--- src/pcm_enc_pkg.sv ---
// Contract
// Advance strobe passes one clock to start flop.
// Control register fills ones, clears after delay.
// Second stage fires selected converter start strobe.
// Last stage fall samples select into enables.
// Conversion done clears its converter enable.
// Sample command high while sampling, then hold.
// Start strobe sets code MSB as trial.
// Code MSB is one for positive samples.
// Later bits trialled, inverted when sign one.
// Low comparator resets the trial bit.
// Done flags, disables DAC, passes word on.
// Odd and even converters alternate per channel.
// Hold while converting, load, shift eight bits.
// Advance sets self-clearing output pulse flop.
// Pulse with select high loads odd serializer.
// Select captured, slot-retimed, retimed for enables.
// Enables release holds; even load gated pulse.
// Low address selects input, next two decode.
// Gated serializer outputs merge onto PCM out.
// Select is the low channel address bit.
package pcm_enc_pkg;
  // Converter indices: select low picks the odd path.
  localparam int ODD = 0;
  localparam int EVEN = 1;
  // Clock rate and the settle delays before self clearing.
  localparam int CLK_PERIOD_NS = 5;
  localparam int CLEAR_DELAY_NS = 10;
  localparam int CLEAR_DELAY_CYC = (CLEAR_DELAY_NS + CLK_PERIOD_NS - 1) / CLK_PERIOD_NS;
  localparam int PULSE_DELAY_NS = 20;
  localparam int PULSE_DELAY_CYC = (PULSE_DELAY_NS + CLK_PERIOD_NS - 1) / CLK_PERIOD_NS;
  // Clocks a trial code waits before its synchronised comparator reading is trusted.
  localparam int SAR_SETTLE_CYC = 3;
  // Control shift register length and code word width.
  localparam int CTRL_STAGES = 6;
  localparam int WORD_BITS = 8;
  // Register byte offsets.
  localparam logic [7:0] CTRL_OFS = 8'h00;
  localparam logic [7:0] STATUS_OFS = 8'h04;
  localparam logic [7:0] WORD_ODD_OFS = 8'h08;
  localparam logic [7:0] WORD_EVEN_OFS = 8'h0C;
  // Control register reset value: bit 0 runs the sequencer.
  localparam logic CTRL_RUN_RST = 1'b1;
  // Successive approximation state of one converter.
  typedef struct packed {
    logic busy;
    logic [2:0] idx;
    logic [7:0] code;
  } sar_t;
  // Parallel to serial state of one serializer.
  typedef struct packed {
    logic [7:0] shreg;
    logic [3:0] left;
  } ser_t;
endpackage

--- src/pcm_encoder_sequencer.sv ---
`timescale 1ns/1ps
module pcm_encoder_sequencer (
  input wire logic pclk,
  input wire logic presetn,
  input wire logic psel,
  input wire logic penable,
  input wire logic pwrite,
  input wire logic [7:0] paddr,
  input wire logic [31:0] pwdata,
  output logic [31:0] prdata,
  output logic pready,
  output logic pslverr,
  input wire logic channel_advance_strobe,
  input wire logic [4:0] channel_address,
  input wire logic slot_bit7_strobe,
  input wire logic slot_bit8_strobe,
  input wire logic [1:0] comparator_high,
  output logic [2:0] mux_input_select,
  output logic [2:0] mux_chip_select,
  output logic [1:0] sample_command,
  output logic [1:0] start_strobe_n,
  output logic [1:0] converter_enable,
  output logic [1:0] conversion_done,
  output logic [1:0] dac_disable,
  output logic [15:0] dac_code,
  output logic [1:0] shift_hold,
  output logic pcm_out
);

  // Two flop synchronisers for every pin input; stage one feeds only stage two.
  logic [9:0] sync1_reg;
  logic [9:0] sync2_reg;
  always_ff @(posedge pclk or negedge presetn) begin
    if (!presetn) begin
      sync1_reg <= 10'h000;
      sync2_reg <= 10'h000;
    end else begin
      sync1_reg <= {comparator_high, slot_bit8_strobe, slot_bit7_strobe,
                    channel_address, channel_advance_strobe};
      sync2_reg <= sync1_reg;
    end
  end

  // Synchronised views of the pins.
  logic adv_s;
  logic [4:0] chan_s;
  logic slot_s;
  logic [1:0] comp_s;
  assign adv_s = sync2_reg[0];
  assign chan_s = sync2_reg[5:1];
  assign slot_s = sync2_reg[6] | sync2_reg[7];
  assign comp_s = sync2_reg[9:8];

  // Odd/even select is the low channel address bit, toggling each channel.
  logic odd_even_select;
  assign odd_even_select = chan_s[0];

  // Software controls: run gate for the advance strobe.
  logic run_reg;
  logic adv_d_reg;
  logic adv_rise;
  assign adv_rise = adv_s & ~adv_d_reg & run_reg;

  // Edge detector on the synchronised advance strobe.
  always_ff @(posedge pclk or negedge presetn) begin
    if (!presetn) begin
      adv_d_reg <= 1'b0;
    end else begin
      adv_d_reg <= adv_s;
    end
  end

  // Start flop and control shift register with its clear delay.
  logic start_reg;
  logic [5:0] ctrl_sr_reg;
  logic [3:0] clr_cnt_reg;
  logic ctrl_clear;
  assign ctrl_clear = ctrl_sr_reg[5] && (clr_cnt_reg == 4'(pcm_enc_pkg::CLEAR_DELAY_CYC));

  // The start flop is set by one passed clock and released when the register clears.
  always_ff @(posedge pclk or negedge presetn) begin
    if (!presetn) begin
      start_reg <= 1'b0;
    end else if (adv_rise) begin
      start_reg <= 1'b1;
    end else if (ctrl_clear) begin
      start_reg <= 1'b0;
    end
  end

  // Ones enter every clock while started; a short delay after the last stage clears it.
  always_ff @(posedge pclk or negedge presetn) begin
    if (!presetn) begin
      ctrl_sr_reg <= 6'h00;
      clr_cnt_reg <= 4'h0;
    end else if (!start_reg || ctrl_clear) begin
      ctrl_sr_reg <= 6'h00;
      clr_cnt_reg <= 4'h0;
    end else begin
      ctrl_sr_reg <= {ctrl_sr_reg[4:0], 1'b1};
      if (ctrl_sr_reg[5]) begin
        clr_cnt_reg <= clr_cnt_reg + 4'h1;
      end
    end
  end

  // Stage edges that pace the sequence.
  logic stage2_rise;
  logic last_fall;
  logic last_d_reg;
  assign stage2_rise = ctrl_sr_reg[1] & ~ctrl_sr_reg[2] & start_reg;
  assign last_fall = last_d_reg & ~ctrl_sr_reg[5];

  // Remembers the last stage so its falling edge can be seen.
  always_ff @(posedge pclk or negedge presetn) begin
    if (!presetn) begin
      last_d_reg <= 1'b0;
    end else begin
      last_d_reg <= ctrl_sr_reg[5];
    end
  end

  // Index of the converter chosen this channel.
  logic conv_sel;
  assign conv_sel = odd_even_select ? 1'b1 : 1'b0;

  // Converter state per path.
  pcm_enc_pkg::sar_t sar_reg [2];
  logic [7:0] word_reg [2];
  logic [1:0] done_pulse;
  // Settle counters per path. The comparator answers through the DAC code register
  // and a two flop synchroniser, so a fresh trial is only visible some clocks later.
  // Trading speed for this wait keeps every bit judged against its own trial code.
  logic [1:0] settle_reg [2];

  // Start strobes go low for one clock; sample commands run from advance to start.
  always_ff @(posedge pclk or negedge presetn) begin
    if (!presetn) begin
      start_strobe_n <= 2'b11;
      sample_command <= 2'b00;
    end else begin
      for (int k = 0; k < 2; k++) begin
        start_strobe_n[k] <= ~(stage2_rise && (conv_sel == k[0]));
        sample_command[k] <= start_reg && !ctrl_sr_reg[1] && (conv_sel == k[0]);
      end
    end
  end

  // Enables are loaded from the select at the last stage fall and ended by completion.
  always_ff @(posedge pclk or negedge presetn) begin
    if (!presetn) begin
      converter_enable <= 2'b00;
    end else begin
      for (int k = 0; k < 2; k++) begin
        if (last_fall) begin
          converter_enable[k] <= (k == pcm_enc_pkg::ODD) ? ~odd_even_select : odd_even_select;
        end else if (done_pulse[k]) begin
          converter_enable[k] <= 1'b0;
        end
      end
    end
  end

  // Resolve one trial bit: sign follows the comparator, later bits invert under a set sign.
  function automatic logic trial_result(input logic comp, input logic is_sign,
                                        input logic sign);
    if (is_sign) begin
      trial_result = comp;
    end else if (!comp) begin
      trial_result = 1'b0;
    end else begin
      trial_result = ~sign;
    end
  endfunction

  // Successive approximation from the MSB down, one bit per settled comparator reading.
  // A new trial code takes one clock into the DAC code register and two more through
  // the comparator synchroniser, so each bit waits out that loop before it is judged.
  always_ff @(posedge pclk or negedge presetn) begin
    if (!presetn) begin
      for (int k = 0; k < 2; k++) begin
        sar_reg[k] <= '0;
        word_reg[k] <= 8'h00;
        settle_reg[k] <= 2'h0;
      end
      done_pulse <= 2'b00;
      dac_disable <= 2'b11;
    end else begin
      for (int k = 0; k < 2; k++) begin
        done_pulse[k] <= 1'b0;
        if (!start_strobe_n[k]) begin
          sar_reg[k].code <= 8'h80;
          sar_reg[k].idx <= 3'd7;
          sar_reg[k].busy <= 1'b1;
          settle_reg[k] <= 2'h0;
          dac_disable[k] <= 1'b0;
        end else if (sar_reg[k].busy &&
                     settle_reg[k] != 2'(pcm_enc_pkg::SAR_SETTLE_CYC)) begin
          // The comparator still shows an older trial code; judging it now would be wrong.
          settle_reg[k] <= settle_reg[k] + 2'h1;
        end else if (sar_reg[k].busy) begin
          // The reading has settled: resolve this bit and restart the wait for the next.
          settle_reg[k] <= 2'h0;
          sar_reg[k].code[sar_reg[k].idx] <= trial_result(comp_s[k],
            sar_reg[k].idx == 3'd7, sar_reg[k].code[7]);
          if (sar_reg[k].idx == 3'd0) begin
            sar_reg[k].busy <= 1'b0;
            done_pulse[k] <= 1'b1;
            dac_disable[k] <= 1'b1;
            word_reg[k] <= {sar_reg[k].code[7:1],
                            trial_result(comp_s[k], 1'b0, sar_reg[k].code[7])};
          end else begin
            sar_reg[k].idx <= sar_reg[k].idx - 3'd1;
            sar_reg[k].code[sar_reg[k].idx - 3'd1] <= 1'b1;
          end
        end
      end
    end
  end

  // Completion flags and the code presented to each DAC.
  always_ff @(posedge pclk or negedge presetn) begin
    if (!presetn) begin
      conversion_done <= 2'b00;
      dac_code <= 16'h0000;
    end else begin
      conversion_done <= done_pulse;
      dac_code <= {sar_reg[1].code, sar_reg[0].code};
    end
  end

  // Output pulse flop: set by each advance, self cleared after a short delay.
  logic out_pulse_reg;
  logic out_pulse_d_reg;
  logic [3:0] pulse_cnt_reg;
  always_ff @(posedge pclk or negedge presetn) begin
    if (!presetn) begin
      out_pulse_reg <= 1'b0;
      pulse_cnt_reg <= 4'h0;
      out_pulse_d_reg <= 1'b0;
    end else begin
      out_pulse_d_reg <= out_pulse_reg;
      if (adv_rise) begin
        out_pulse_reg <= 1'b1;
        pulse_cnt_reg <= 4'h0;
      end else if (out_pulse_reg) begin
        pulse_cnt_reg <= pulse_cnt_reg + 4'h1;
        if (pulse_cnt_reg == 4'(pcm_enc_pkg::PULSE_DELAY_CYC - 1)) begin
          out_pulse_reg <= 1'b0;
        end
      end
    end
  end

  // Select capture chain: pulse edge, slot strobe, then one more clock.
  logic cap_sel_reg;
  logic slot_sel_reg;
  logic out_sel_reg;
  always_ff @(posedge pclk or negedge presetn) begin
    if (!presetn) begin
      cap_sel_reg <= 1'b0;
      slot_sel_reg <= 1'b0;
      out_sel_reg <= 1'b0;
    end else begin
      if (out_pulse_reg && !out_pulse_d_reg) begin
        cap_sel_reg <= odd_even_select;
      end
      if (slot_s) begin
        slot_sel_reg <= cap_sel_reg;
      end
      out_sel_reg <= slot_sel_reg;
    end
  end

  // Complementary output enables; odd follows a high select.
  logic [1:0] out_en;
  assign out_en = {~out_sel_reg, out_sel_reg};

  // Load strobes: odd on pulse with select high, even on pulse with even enable.
  logic [1:0] load;
  assign load[pcm_enc_pkg::ODD] = out_pulse_reg & ~out_pulse_d_reg & odd_even_select;
  assign load[pcm_enc_pkg::EVEN] = out_pulse_reg & ~out_pulse_d_reg & out_en[1];

  // Serializers: held while converting or disabled, loaded, then eight shifts.
  pcm_enc_pkg::ser_t ser_reg [2];
  always_ff @(posedge pclk or negedge presetn) begin
    if (!presetn) begin
      for (int k = 0; k < 2; k++) begin
        ser_reg[k] <= '0;
      end
      shift_hold <= 2'b11;
    end else begin
      for (int k = 0; k < 2; k++) begin
        shift_hold[k] <= sar_reg[k].busy | ~out_en[k] | load[k];
        if (load[k]) begin
          ser_reg[k].shreg <= word_reg[k];
          ser_reg[k].left <= 4'(pcm_enc_pkg::WORD_BITS);
        end else if (!shift_hold[k] && ser_reg[k].left != 4'h0) begin
          ser_reg[k].shreg <= {ser_reg[k].shreg[6:0], 1'b0};
          ser_reg[k].left <= ser_reg[k].left - 4'h1;
        end
      end
    end
  end

  // Gated serializer outputs merged onto the PCM line.
  always_ff @(posedge pclk or negedge presetn) begin
    if (!presetn) begin
      pcm_out <= 1'b0;
    end else begin
      pcm_out <= (out_en[0] & ser_reg[0].shreg[7] & (ser_reg[0].left != 4'h0)) |
                 (out_en[1] & ser_reg[1].shreg[7] & (ser_reg[1].left != 4'h0));
    end
  end

  // Analog multiplexer addressing: low bits pick input, next two pick the chip.
  always_ff @(posedge pclk or negedge presetn) begin
    if (!presetn) begin
      mux_input_select <= 3'h0;
      mux_chip_select <= 3'h0;
    end else begin
      mux_input_select <= chan_s[2:0];
      unique case (chan_s[4:3])
        2'b00: mux_chip_select <= 3'b001;
        2'b01: mux_chip_select <= 3'b010;
        2'b10: mux_chip_select <= 3'b100;
        2'b11: mux_chip_select <= 3'b000;
      endcase
    end
  end

  // APB slave: answers in the first access cycle, error on unmapped offsets.
  logic setup;
  logic mapped;
  assign setup = psel & ~penable;
  assign mapped = (paddr == pcm_enc_pkg::CTRL_OFS) || (paddr == pcm_enc_pkg::STATUS_OFS) ||
                  (paddr == pcm_enc_pkg::WORD_ODD_OFS) || (paddr == pcm_enc_pkg::WORD_EVEN_OFS);

  // Read mux and ready are registered in the setup cycle.
  always_ff @(posedge pclk or negedge presetn) begin
    if (!presetn) begin
      pready <= 1'b0;
      pslverr <= 1'b0;
      prdata <= 32'h0000_0000;
    end else if (setup) begin
      pready <= 1'b1;
      pslverr <= ~mapped;
      unique case (paddr)
        pcm_enc_pkg::CTRL_OFS: prdata <= {31'h0000_0000, run_reg};
        pcm_enc_pkg::STATUS_OFS: prdata <= {24'h00_0000, sar_reg[1].busy, sar_reg[0].busy,
                                            converter_enable, out_sel_reg, out_pulse_reg,
                                            ctrl_sr_reg[5], start_reg};
        pcm_enc_pkg::WORD_ODD_OFS: prdata <= {24'h00_0000, word_reg[0]};
        pcm_enc_pkg::WORD_EVEN_OFS: prdata <= {24'h00_0000, word_reg[1]};
        default: prdata <= 32'h0000_0000;
      endcase
    end else begin
      pready <= 1'b0;
      pslverr <= 1'b0;
      prdata <= 32'h0000_0000;
    end
  end

  // The run bit gates channel advances; written only at the completing edge.
  always_ff @(posedge pclk or negedge presetn) begin
    if (!presetn) begin
      run_reg <= pcm_enc_pkg::CTRL_RUN_RST;
    end else if (psel && penable && pready && pwrite && paddr == pcm_enc_pkg::CTRL_OFS) begin
      run_reg <= pwdata[0];
    end
  end

endmodule

--- config.mk ---
export PLATFORM = sky130hd
export DESIGN_NAME = pcm_encoder_sequencer
export DESIGN_NICKNAME = d
export VERILOG_FILES = /design/src/pcm_enc_pkg.sv /design/src/pcm_encoder_sequencer.sv
export SDC_FILE = /design/constraint.sdc
export NUM_CORES = 1
export LEC_CHECK = 0
export BUFFER_PORTS_ARGS = -buffer_cell sky130_fd_sc_hd__buf_2
export CAP_MARGIN = 40
export CORE_UTILIZATION = 60
export CTS_CLUSTER_SIZE = 10
export DETAILED_ROUTE_END_ITERATION = 10
export PLACE_DENSITY = 0.94
export SETUP_SLACK_MARGIN = 0.1
export SLEW_MARGIN = 30
export SYNTH_ARGS = -nofsm -noshare
export SYNTH_HDL_FRONTEND = slang
export SYNTH_SLANG_ARGS = --single-unit
--- constraint.sdc ---
create_clock -name pclk -period 3.2 [get_ports pclk]
set_input_delay 0.64 -clock pclk [delete_from_list [all_inputs] [get_ports pclk]]
set_output_delay 0.64 -clock pclk [all_outputs]
set_load 0.02 [all_outputs]
-- Word level (Yosys, flattened, before mapping)
Cells that the tools add are included.
- $add $sub $neg: 8
- $lt $le $gt $ge: 8
- equal/unequal tests: 22
- multiplexer cells: 76
- bitwise gates (word level): 36
- reduce and logical (&&, ||, !) cells: 49
- operators by type and width (cell ; number):
    two-way mux 12 bit ; 10
    two-way mux 1 bit ; 44
    two-way mux 32 bit ; 1
    one-hot mux 8 bit (4 select lines) ; 1
    two-way mux 11 bit ; 2
    logical AND 1 bit ; 19
    bitwise mux 8 bit ; 2
    equality test 8 x 4 -> 1 bit, second input constant ; 2
    less-than comparator 3 x 4 -> 1 bit, second input constant ; 4
    two-way mux 4 bit ; 4
    bitwise OR 8 bit ; 2
    inverter 1 bit ; 15
    nonzero test 2 bit ; 7
    bitwise AND 1 bit ; 13
    demux 1 bit (select 3 bit) ; 4
    >= comparator 3 x 1 -> 1 bit, second input constant ; 4
    two-way mux 2 bit ; 6
    != test 2 bit, second input constant ; 6
    one-hot mux 3 bit (4 select lines) ; 1
    AND reduction 3 bit ; 4
    adder 4 x 1 -> 4 bit, second input constant ; 2
    equality test 4 x 2 -> 1 bit, second input constant ; 2
    equality test 8 x 3 -> 1 bit, second input constant ; 1
    logical NOT 8 bit ; 1
    17 further kinds ; 42
- flip-flop bits (word level): 182
- input bits: 55
- output and inout bits: 69
- word-level logic and storage cells: 243

-- Logic depth before layout (Yosys ltp)
- depth after elaboration: 12
- mapped depth: 8
- gate-level depth less buffers: 7

-- Worst setup path before layout
No wires, ideal clock.
- kind: register to register
- start point: register sar_reg[21] in the netlist's numbering
- end point: register word_reg[10] in the netlist's numbering
- setup time: 125 ps
- data arrival time: 1759 ps
- required time: 3075 ps
- setup slack: 1317 ps
- stages on the path, launching flop included: 8
- path buffers: 2
- period minus slack after synthesis: 1883 ps
- cells stage by stage: dfrtp_1 -> clkbuf_1 -> inv_1 -> ha_1 -> nor2b_2 -> and4_1 -> buf_2 -> mux2_2
- word-level cells in the longest chain between the ends: 2
- ends and longest elaborated chain (what ; RTL line ; RTL):
    start, declared ; pcm_encoder_sequencer.sv:128 ; pcm_enc_pkg::sar_t sar_reg [2];
    logical NOT 3 bit ; pcm_encoder_sequencer.sv:206 ; if (sar_reg[k].idx == 3'd0) begin
    AND reduction 4 bit (no line) ; -- ;
    end signal, assigned by index ; pcm_encoder_sequencer.sv:210 ; word_reg[k] <= {sar_reg[k].code[7:1],
    end, declared ; pcm_encoder_sequencer.sv:129 ; logic [7:0] word_reg [2];
No other way between the ends.
A chain may end at the register's enable or synchronous reset.

-- Worst setup path in the final report
- start point: register sar_reg[8] in the netlist's numbering
- end point: register sar_reg[7] in the netlist's numbering
- word-level cells in the longest chain between the ends: 11
- elaborated cells between the ends (all ways): 23
- classes of those cells: add/sub: 1; order compare: 4; eq/ne: 1; mux: 13; bitwise: 1; reduce/logical: 3
- ends and longest elaborated chain (what ; RTL line ; RTL):
    parallel branches: the longest is 7 deep, another holds less-than comparator 3 x 4 -> 1 bit ; -- ;
    two-way mux 11 bit * ; pcm_encoder_sequencer.sv:206 ;
    two-way mux 12 bit * ; pcm_encoder_sequencer.sv:201 ; end else if (sar_reg[k].busy) begin
    two-way mux 12 bit * ; pcm_encoder_sequencer.sv:197 ; end else if (sar_reg[k].busy &&
    two-way mux 12 bit * ; pcm_encoder_sequencer.sv:191 ; if (!start_strobe_n[k]) begin
Mark *: on every way between the ends. The select of a mux whose other input is x is not followed.

==> results.md <==
* Synth-to-Final Area Change at 13.7%
* Root Driver: clkbuf_8
* Total Die Area at 11600 µm²
* Slew Limit Fails at 0
* Leak Pwr at 3.67 nW
* Placed Cells at 750
* Boundary pin count at 124
* Setup crit end kind: register
* Layout cells sized above 1 at 23.3%
* Leading area contributor after synthesis: dfrtp_1
* Gp weighted congestion at 0.918
* Pin count of the biggest net entering global routing at 85
* Period utilization at 71.8%
* Syn_area_per_cell at 11.8 µm²
* Normalized max-slew margin at 62.7%
* Post-route ant nets at 0
* DIE HEIGHT at 108 µm
* Clock transition at path regs at 0.07 ns
* Wirelength per Cell at 17.1 µm
* Synth Warn # at 0
* DP HPWL at 8.74 mm
* Post_cts resized at 0
* Arr. time, crit path at 2.73 ns
* CTS Buf Count at 17
* Count leader, synth: dfrtp_1
* Library cells used by synthesis at 67
* Multiplexer area fraction after synthesis at 8.20%
* Min Tclk post-route at 2.30 ns
* Post-DP Area at 7040 µm²
* Setup CP Type: reg2reg
* Commonest cells post-synth: dfrtp_1 (151), nand2_1 (51), nor2_1 (38)
* Initial antenna violation count at 0
* Non-Filler Instances at 783
* First-pass GRT wire length at 21.9 mm
* Synth async-reset ratio at 100%
* Crit. Startpoint: sar_reg[8]
* Iteration-0 DRC Markers at 371
* Vias in the first global route at 4471
* Layout Skew at 0.00984 ns
* Final Hold Viols at 0
* Via count at 4478
* Diodes inserted at 0
* Slack of the critical path at 0.902 ns
* Synth Area in Simple Gates at 14.3%
* Worst Hold Launch: comparator_high[0]
* RR Startpoint: sar_reg[8]
* Final wirelength at 13.4 mm
* Number of cell rows at 38
* TritonCTS clock tree: built
* Pwr dens at 600 nW/µm²
* Sum Neg Setup Slack at 0 ns
* Achievable Freq at 435 MHz
* Final setup violation count at 0
* Mapped Area at 6700 µm²
* Starting Density at 61.8%
* HP Class: in2reg
* Seq cells post-synth at 158
* Port-buffer cells at 68
* # DRC at 0
* Top_reg_cell synth: dfrtp_1
* Post-route cell area at 7620 µm²
* Total GRT Usage at 25.2%
* Vias per cell at 5.72
* Post-synthesis compound-gate area fraction at 7.81%
* Worst path required time at 3.64 ns
* Post-synth EDFFs at 0
* Synth Instances at 566
* CP max FO at 15
* Fin nets at 699
* Die span in x at 108 µm
* Cts hold-fix bufs at 0
* Max clock buf depth at 2
* Synth Area in XOR/XNOR at 1.96%
* Largest family of logic cells by synthesized area: simple AND/OR/NAND/NOR gates
* Max_cap viols at 0
* Post-synth top area share at 56.4%
* Clk sinks at 158
* Worst IR Drop VDD at 0.356 mV
* Total core area at 10800 µm²
* Clock H-tree levels at 4
* Worst-skew pair later-pin latency at 0.53 ns
* Total grt overflow at 0
* Status: complete, no violations
* CP startpoint kind: register
* Adder-Cell Fraction of Synth Area at 2.43%
* Seq/Total Area, Yosys at 59.2%
* Synth top area cells: dfrtp_1 (56%), mux2_2 (3.9%), mux2i_1 (3.4%)
* Setup bufs post-CTS at 0
* Worst-Margin Slew at 0.554 ns
* RSZ-0062 raised after global routing: no
* Util after Layout at 70.3%
* Dpl ws at 0.959 ns
* First-pass DRT Iterations at 5
-- cell families (layout without fill, tap and decap cells) --
| family | count (synthesis) | after routing |
|---|---|---|
| AOI/OAI and AO/OA | 77 | 77 |
| DFF | 158 | 158 |
| adders and majority gates | 13 | 13 |
| other | 1 | 24 |
| muxes | 50 | 50 |
| buffers and inverters | 72 | 126 |
| xor gates and xnor gates | 15 | 15 |
| and+or+nand+nor | 180 | 180 |
-- worst max-delay path, cell delays in order (launching register included) --
cell       delay [ns]
dfrtp_1          0.64
inv_1            0.24
ha_1             0.41
or2_2            0.31
o22a_1           0.20
or3_1            0.31
o2111ai_1        0.10
-- metal layers --
metal	up-vias	GRT usage, %	wire [µm]
li1	2029	-	-
met1	2199	31.1	5450
met2	212	41.6	6760
met3	38	6.11	777
met4	0	12.1	390
met5	-	0	0
-- per-stage QoR --
stage / total power, W / hold WS [ns]
2_1_floorplan: 0.00259 / 0.331
3_3_place_gp: 0.00269 / 0.335
3_5_place_dp: 0.00274 / 0.336
4_1_cts: 0.00461 / 0.179
5_1_grt: 0.00477 / 0.190
6_report: 0.00457 / 0.213
-- power by group --
group / internal [W] / total [W] / switching, W
Combinational: 0.000208 / 0.000486 / 0.000277
Sequential: 0.00213 / 0.00223 / 0.0000980
Clock: 0.00110 / 0.00186 / 0.000761
Total: 0.00344 / 0.00457 / 0.00114
-- final timing paths --
kind                                  endpoint  slack (ns)  cells past startpoint
min in group asynchronous         dac_code[13]        0.50                      2
setup reg to reg                    sar_reg[7]        0.90                      6
hold reg to reg            mux_input_select[2]        0.35                      0
setup / recovery                    sar_reg[7]        0.90                      6
hold / removal                    sync1_reg[8]        0.21                      1
max in group asynchronous       dac_disable[0]        1.83                      4
-- final cells by class --
cell class,count,area (µm²)
clock buffers,19,422
clock inverters,12,124
fillers,694,3220
inverters,21,78.8
multi-input cells,359,2420
flip-flops and latches,158,3960
well taps,140,175
repair buffers,74,439
-- cells in the final DEF, fill, tap and decap left out, types with 13 or more instances in the layout --
cell       synthesis  final
clkbuf_16          0     16
o21ai_0           33     33
inv_1             21     21
conb_1             1     24
mux2i_1           23     23
dfrtp_1          151    151
ha_1              13     13
buf_2             13     67
nand2_1           51     51
mux2_2            23     23
nor2_1            38     38
Power figures use the tool's default switching activity.
